`src/include/wrc_defs.vh`:
```
// constants for the workspace register context block
`ifndef WRC_DEFS_VH
`define WRC_DEFS_VH
`define WRC_WORD_W       16
`define WRC_BYTE_W       8
`define WRC_WADDR_W      15
`define WRC_NUM_REGS     16
`define WRC_REG_OLD_BASE 4'hd
`define WRC_REG_OLD_PC   4'he
`define WRC_REG_OLD_PSW  4'hf
`define WRC_BASE_RST     16'h0000
`define WRC_PC_RST       16'h0000
`define WRC_PSW_RST      16'h0000
`define WRC_PC_STEP      16'h0002
`endif

```
`src/core/wrc_context.v`:
```
// workspace register context: register access and context switch sequencing
`include "wrc_defs.vh"
module wrc_context (
    input  wire        clk,
    input  wire        rstn,
    // register access request
    input  wire        reg_req,
    input  wire        reg_we,
    input  wire        reg_byte,
    input  wire        reg_odd,
    input  wire [3:0]  reg_num,
    input  wire [15:0] reg_wdata,
    output wire        reg_busy,
    output reg         reg_done_r,
    output reg  [15:0] reg_rdata_r,
    // instruction fetch
    input  wire        fetch_req,
    output reg         fetch_done_r,
    output reg  [15:0] fetch_data_r,
    // context switch
    input  wire        ctx_req,
    input  wire [15:0] ctx_new_base,
    input  wire [15:0] ctx_new_pc,
    input  wire [15:0] ctx_new_psw,
    output reg         ctx_done_r,
    // program state
    input  wire        pc_load,
    input  wire [15:0] pc_load_val,
    input  wire        psw_load,
    input  wire [15:0] psw_load_val,
    output reg  [15:0] base_ptr_r,
    output reg  [15:0] pc_r,
    output reg  [15:0] processor_status_word_r,
    // external word memory
    output reg         mem_req_r,
    output reg         mem_we_r,
    output reg  [14:0] mem_waddr_r,
    output reg  [15:0] mem_wdata_r,
    input  wire        mem_ack,
    input  wire [15:0] mem_rdata
);
    // =========================================================
    // states
    localparam [2:0] S_IDLE  = 3'h0;
    localparam [2:0] S_RD    = 3'h1;
    localparam [2:0] S_RMW   = 3'h2;
    localparam [2:0] S_WR    = 3'h3;
    localparam [2:0] S_FETCH = 3'h4;
    localparam [2:0] S_SAVE  = 3'h5;

    reg [2:0]  state_r;
    reg [1:0]  save_idx_r;
    reg        lat_byte_r;
    reg        lat_odd_r;
    reg [7:0]  lat_byte_data_r;
    reg [15:0] old_base_r;
    reg [15:0] old_pc_r;
    reg [15:0] old_psw_r;
    reg [15:0] new_pc_r;
    reg [15:0] new_psw_r;

    // =========================================================
    // address forming: byte address to word address
    function [14:0] word_of;
        input [15:0] base;
        input [3:0]  num;
        reg   [15:0] byte_addr;
        begin
            // each register is one word, two bytes on
            byte_addr = base + {11'h000, num, 1'b0};
            word_of   = byte_addr[15:1];
        end
    endfunction

    wire [7:0]  lane_byte;
    wire [15:0] lane_merged;
    wrc_byte_lane u_lane (
        .word_in     (mem_rdata),
        .odd_sel     (lat_odd_r),
        .byte_in     (lat_byte_data_r),
        .byte_out    (lane_byte),
        .word_merged (lane_merged)
    );

    assign reg_busy = (state_r != S_IDLE);

    // =========================================================
    // sequencer
    always @(posedge clk or negedge rstn) begin
        if (!rstn) begin
            state_r                 <= S_IDLE;
            save_idx_r              <= 2'h0;
            lat_byte_r              <= 1'b0;
            lat_odd_r               <= 1'b0;
            lat_byte_data_r         <= 8'h00;
            old_base_r              <= 16'h0000;
            old_pc_r                <= 16'h0000;
            old_psw_r               <= 16'h0000;
            new_pc_r                <= 16'h0000;
            new_psw_r               <= 16'h0000;
            reg_done_r              <= 1'b0;
            reg_rdata_r             <= 16'h0000;
            fetch_done_r            <= 1'b0;
            fetch_data_r            <= 16'h0000;
            ctx_done_r              <= 1'b0;
            base_ptr_r              <= `WRC_BASE_RST;
            pc_r                    <= `WRC_PC_RST;
            processor_status_word_r <= `WRC_PSW_RST;
            mem_req_r               <= 1'b0;
            mem_we_r                <= 1'b0;
            mem_waddr_r             <= 15'h0000;
            mem_wdata_r             <= 16'h0000;
        end else begin
            reg_done_r   <= 1'b0;
            fetch_done_r <= 1'b0;
            ctx_done_r   <= 1'b0;
            case (state_r)
                S_IDLE: begin
                    if (pc_load)
                        pc_r <= pc_load_val;
                    if (psw_load)
                        processor_status_word_r <= psw_load_val;
                    // context switch has priority over register traffic
                    if (ctx_req) begin
                        old_base_r <= base_ptr_r;
                        old_pc_r   <= pc_r;
                        old_psw_r  <= processor_status_word_r;
                        new_pc_r   <= ctx_new_pc;
                        new_psw_r  <= ctx_new_psw;
                        base_ptr_r <= ctx_new_base;
                        mem_req_r  <= 1'b1;
                        mem_we_r   <= 1'b1;
                        mem_waddr_r <= word_of(ctx_new_base, `WRC_REG_OLD_BASE);
                        mem_wdata_r <= base_ptr_r;
                        save_idx_r <= 2'h0;
                        state_r    <= S_SAVE;
                    end else if (reg_req) begin
                        lat_byte_r      <= reg_byte;
                        lat_odd_r       <= reg_odd;
                        lat_byte_data_r <= reg_wdata[7:0];
                        mem_req_r       <= 1'b1;
                        mem_waddr_r     <= word_of(base_ptr_r, reg_num);
                        mem_wdata_r     <= reg_wdata;
                        // byte write needs the other half of the word first
                        if (reg_we && !reg_byte) begin
                            mem_we_r <= 1'b1;
                            state_r  <= S_WR;
                        end else begin
                            mem_we_r <= 1'b0;
                            state_r  <= reg_we ? S_RMW : S_RD;
                        end
                    end else if (fetch_req) begin
                        mem_req_r   <= 1'b1;
                        mem_we_r    <= 1'b0;
                        mem_waddr_r <= pc_r[15:1];
                        state_r     <= S_FETCH;
                    end
                end
                S_RD: begin
                    if (mem_ack) begin
                        mem_req_r   <= 1'b0;
                        reg_done_r  <= 1'b1;
                        reg_rdata_r <= lat_byte_r ? {lane_byte, 8'h00} : mem_rdata;
                        state_r     <= S_IDLE;
                    end
                end
                S_RMW: begin
                    if (mem_ack) begin
                        mem_we_r    <= 1'b1;
                        mem_wdata_r <= lane_merged;
                        state_r     <= S_WR;
                    end
                end
                S_WR: begin
                    if (mem_ack) begin
                        mem_req_r  <= 1'b0;
                        mem_we_r   <= 1'b0;
                        reg_done_r <= 1'b1;
                        state_r    <= S_IDLE;
                    end
                end
                S_FETCH: begin
                    if (mem_ack) begin
                        mem_req_r    <= 1'b0;
                        fetch_done_r <= 1'b1;
                        fetch_data_r <= mem_rdata;
                        pc_r         <= pc_r + `WRC_PC_STEP;
                        state_r      <= S_IDLE;
                    end
                end
                S_SAVE: begin
                    if (mem_ack) begin
                        save_idx_r <= save_idx_r + 2'h1;
                        case (save_idx_r)
                            2'h0: begin
                                mem_waddr_r <= word_of(base_ptr_r, `WRC_REG_OLD_PC);
                                mem_wdata_r <= old_pc_r;
                            end
                            2'h1: begin
                                mem_waddr_r <= word_of(base_ptr_r, `WRC_REG_OLD_PSW);
                                mem_wdata_r <= old_psw_r;
                            end
                            default: begin
                                // three stores done; new context takes over
                                mem_req_r               <= 1'b0;
                                mem_we_r                <= 1'b0;
                                pc_r                    <= new_pc_r;
                                processor_status_word_r <= new_psw_r;
                                ctx_done_r              <= 1'b1;
                                state_r                 <= S_IDLE;
                            end
                        endcase
                    end
                end
                default: begin
                    mem_req_r <= 1'b0;
                    state_r   <= S_IDLE;
                end
            endcase
        end
    end
endmodule // wrc_context

```
`src/core/wrc_byte_lane.v`:
```
// byte lane select and merge within a 16-bit memory word
`include "wrc_defs.vh"
module wrc_byte_lane (
    input  wire [15:0] word_in,
    input  wire        odd_sel,
    input  wire [7:0]  byte_in,
    output wire [7:0]  byte_out,
    output wire [15:0] word_merged
);
    // even byte sits in the high half, odd byte in the low half
    assign byte_out    = odd_sel ? word_in[7:0] : word_in[15:8];
    assign word_merged = odd_sel ? {word_in[15:8], byte_in}
                                 : {byte_in, word_in[7:0]};
endmodule // wrc_byte_lane

```
`config.mk`:
```
export PLATFORM = sky130hd
export DESIGN_NAME = wrc_context
export DESIGN_NICKNAME = d
export VERILOG_FILES = /design/src/core/wrc_context.v /design/src/core/wrc_byte_lane.v
export VERILOG_INCLUDE_DIRS = /design/src /design/src/include
export SDC_FILE = /design/constraint.sdc
export NUM_CORES = 1
export LEC_CHECK = 0
export ABC_AREA = 0
export BUFFER_PORTS_ARGS = -buffer_cell sky130_fd_sc_hd__buf_4
export CORE_UTILIZATION = 39
export CTS_BUF_LIST = sky130_fd_sc_hd__clkbuf_8
export DETAILED_ROUTE_END_ITERATION = 8
export PLACE_DENSITY = 0.67
export SYNTH_ARGS = -nofsm -noshare
export SYNTH_HDL_FRONTEND = slang
export SYNTH_HIERARCHICAL = 1
export SYNTH_SLANG_ARGS = --single-unit
```
`constraint.sdc`:
```
create_clock -name clk -period 2.7 [get_ports clk]
set_clock_uncertainty 0.2 [all_clocks]
set_input_delay 0.27 -clock clk [delete_from_list [all_inputs] [get_ports clk]]
set_output_delay 0.27 -clock clk [all_outputs]
set_load 0.02 [all_outputs]
```
==> results_dict.tcl <==
set metrics [dict create \
    cts_setup_buffers 0 \
    rsz0062_at_grt "no" \
    ys_types 75 \
    synth_fp_nets 1119 \
    clk_pin_slew_worst_paths_ns 0.11 \
    post_drt_wl_per_cell_um 20.6 \
    cp-end-kind "flip-flop" \
    initial_utilization 0.402 \
    hpwl_um 25100 \
    cap_violations 0 \
    period_minus_slack_ns 2.44 \
    vias_per_cell 5.48 \
    reg2reg_slack_ns 0.26 \
    final_cell_area_um2 14400 \
    synth_most_common_cell "dfrtp_1" \
    synthSimpleGateAreaFrac 0.117 \
    synthCells 980 \
    drive_above_1_share 0.365 \
    n_antenna_cell 0 \
    cts_htree_levels 4 \
    grt_start_max_net_pins 70 \
    vias 9212 \
    antenna_found_initial 1 \
    rows 59 \
    ys_seq_area_frac 0.460 \
    final.fill_count 2285 \
    clock_sinks 195 \
    muxShareOfSynthArea 0.217 \
    swShare 0.433 \
    relSlewSlack 0.478 \
    synthArstFlopShare 1.00 \
    critPathArrivalTime_ns 2.60 \
    grt.total_usage 0.252 \
    tns_ns 0 \
    hold_depth 5 \
    fmax_ghz 0.410 \
    finalCritPeriodShare 0.903 \
    synth_xor_area_frac 0.0207 \
    die_h_um 167 \
    pin_count 244 \
    worstHoldEndpoint "state_r[1]$_DFFE_PN0P_" \
    dieArea_um2 27800 \
    antenna_left 0 \
    total_power_mw 16.1 \
    crit_fanout 7 \
    status "finished, final reports clean" \
    hold_class "in2reg" \
    power_frac_seq 0.355 \
    netlist_top_cells_count "dfrtp_1 (195), mux2_2 (123), nand2_1 (107)" \
    synth.avg_cell_area_um2 10.8 \
    worstSetupPathType "reg2reg" \
    hp-start "reg_we" \
    grt_overflow_total 0 \
    synth_ff_type "dfrtp_1" \
    tightest_slew_ns 0.784 \
    p_leak_nw 6.48 \
    synth_edf_count 0 \
    drt-total-wl_um 34600 \
    power.density_nw_per_um2 1120 \
    grt_pass1_wl_um 54000 \
    start_kind "flip-flop" \
    yosys.area.top_type "dfrtp_1" \
    r2r_cells 7 \
    fin_nets 1472 \
    p_int_mw 9.12 \
    tritoncts "yes" \
    maxSlewViolCount 0 \
    place_congestion 0.925 \
    yosys_warnings 6 \
    placed_area_um2 12900 \
    hold_viol_final 0 \
    area_delta_synth_final_pct 35.6 \
    grt_pass1_vias 9151 \
    fin_ws_ns 0.262 \
    r2r_end "mem_waddr_r[14]$_DFFE_PN0P_" \
    port_buffers 243 \
    first_pass_iters 5 \
    synth_top_area_frac 0.460 \
    vdd_drop_max_uv 427 \
    cts.path.max_buffers 2 \
    die_w_um 167 \
    root_buffer "clkbuf_8" \
    switching_power_mw 6.95 \
    route.detailed.drc 0 \
    synth-adder-area-share 0.0149 \
    cts_buffers 17 \
    synth_area_um2 10600 \
    synth_compound_area_frac 0.128 \
    rr_startpoint "base_ptr_r[2]$_DFFE_PN0P_" \
    synth_top_family_by_area "multiplexers" \
    setup_viol 0 \
    clock_latency_ns 0.47 \
    crit_required_ns 2.86 \
    core_um2 26400 \
    synthTopCellsByArea "dfrtp_1 (46%), mux2_2 (13%), mux2i_1 (5.7%)" \
    drt_first_iter_violations 757 \
    ys_ff_latch 195 \
    p_comb_frac 0.527 \
    pwr-share-clk 0.119 \
    dp_slack_ns 0.264 \
]
==> state kept, by name, indices dropped and copies added (netlist names), 2 cells and up <==
signal / count
lat_byte_data_r: 8
old_pc_r: 16
save_idx_r: 2
fetch_data_r: 16
reg_rdata_r: 16
processor_status_word_r: 16
new_pc_r: 16
new_psw_r: 16
old_psw_r: 16
state_r: 3
pc_r: 16
mem_wdata_r: 16
mem_waddr_r: 15
base_ptr_r: 16
==> logic make-up after synthesis <==
group / after synthesis
simple gates: 247
buf+inv: 86
compound gates: 211
xor+xnor: 25
flops: 195
fa+ha+maj: 12
mux: 204
==> power groups by stage <==
stage | clock (mW) | combinational [mW] | sequential, mW
after floorplan | 0 | 4.51 | 6.18
after global placement | 0 | 8.20 | 5.68
after detailed placement | 0 | 8.30 | 5.73
after CTS | 1.97 | 8.44 | 5.67
after global routing | 2.06 | 9.08 | 5.87
final | 1.91 | 8.46 | 5.70
==> stage by stage <==
step,cells,utilization,hold WS [ns]
3_3_place_gp,1542,0.490,0.137
6_report,1681,0.545,0.0510
2_1_floorplan,980,-,-0.226
5_1_grt,1681,0.545,0.0630
3_5_place_dp,1542,0.490,0.141
4_1_cts,1681,0.545,0.0189
==> cell type report <==
| class | count | area (um^2) | area share |
|---|---|---|---|
| tap | 335 | 419 | 0.0292 |
| multi-input combinational | 699 | 5280 | 0.367 |
| clock buffer | 20 | 275 | 0.0191 |
| sequential | 195 | 4880 | 0.339 |
| timing repair buffer | 402 | 3340 | 0.232 |
| inverter | 18 | 67.6 | 0.00470 |
| clock inverter | 12 | 114 | 0.00792 |
==> layer usage <==
metal  up-vias  part of all wire  global-route usage  wire length [um]
li1       4269                 -                   -                 -
met1      4486              0.43               0.330             14700
met2       393              0.48               0.406             16500
met3        62             0.063              0.0492              2180
met4         2             0.034               0.105              1160
met5         -           0.00032                   0                11
==> layout by cell type (no fill, tap or decap), types with 5 or more instances in the layout <==
master           n
buf_4          290
a211oi_1        12
xor2_1          13
ha_1            11
mux2_4          20
clkbuf_8        21
a221oi_1        12
and3_1           8
a22o_1           5
nor2_1          42
nor2b_1          7
nor4_1           5
a31oi_1         15
mux2_2         123
or3_1            5
nand3b_1         9
xnor2_1         12
o221ai_1        16
nand2_1        107
dfrtp_1        195
nand2b_1         9
a21oi_1         30
o21bai_1         5
inv_1           18
nand3_1         14
nand4_1          7
dlygate4sd3_1  107
mux2i_1         60
o21ai_0         84
nor3_1           7
==> critical path: stages (launching register included) <==
cell	delay, ns
dfrtp_1	0.44
inv_1	0.15
fa_1	0.43
nand2b_1	0.20
a21o_1	0.26
o31a_2	0.34
o21ai_0	0.22
a221oi_2	0.10
==> worst max-delay path by stage <==
stage,start,depth (start not counted),slack [ns],to
after floorplan,base_ptr_r[1]$_DFFE_PN0P_,8,0.23,mem_waddr_r[14]$_DFFE_PN0P_
after global placement,reg_num[0],9,0.30,mem_waddr_r[14]$_DFFE_PN0P_
after detailed placement,base_ptr_r[2]$_DFFE_PN0P_,7,0.26,mem_waddr_r[14]$_DFFE_PN0P_
after CTS,state_r[1]$_DFFE_PN0P_,4,0.27,reg_busy
after global routing,base_ptr_r[2]$_DFFE_PN0P_,7,0.14,mem_waddr_r[14]$_DFFE_PN0P_
final,base_ptr_r[2]$_DFFE_PN0P_,7,0.26,mem_waddr_r[14]$_DFFE_PN0P_
==> timing repair <==
action                                 4_1_cts  5_1_grt
endpoints found under the hold margin      189        0
hold buffers                               107        0
gates resized for setup                      0        0
Note: power is estimated with default switching activity, not from simulation.
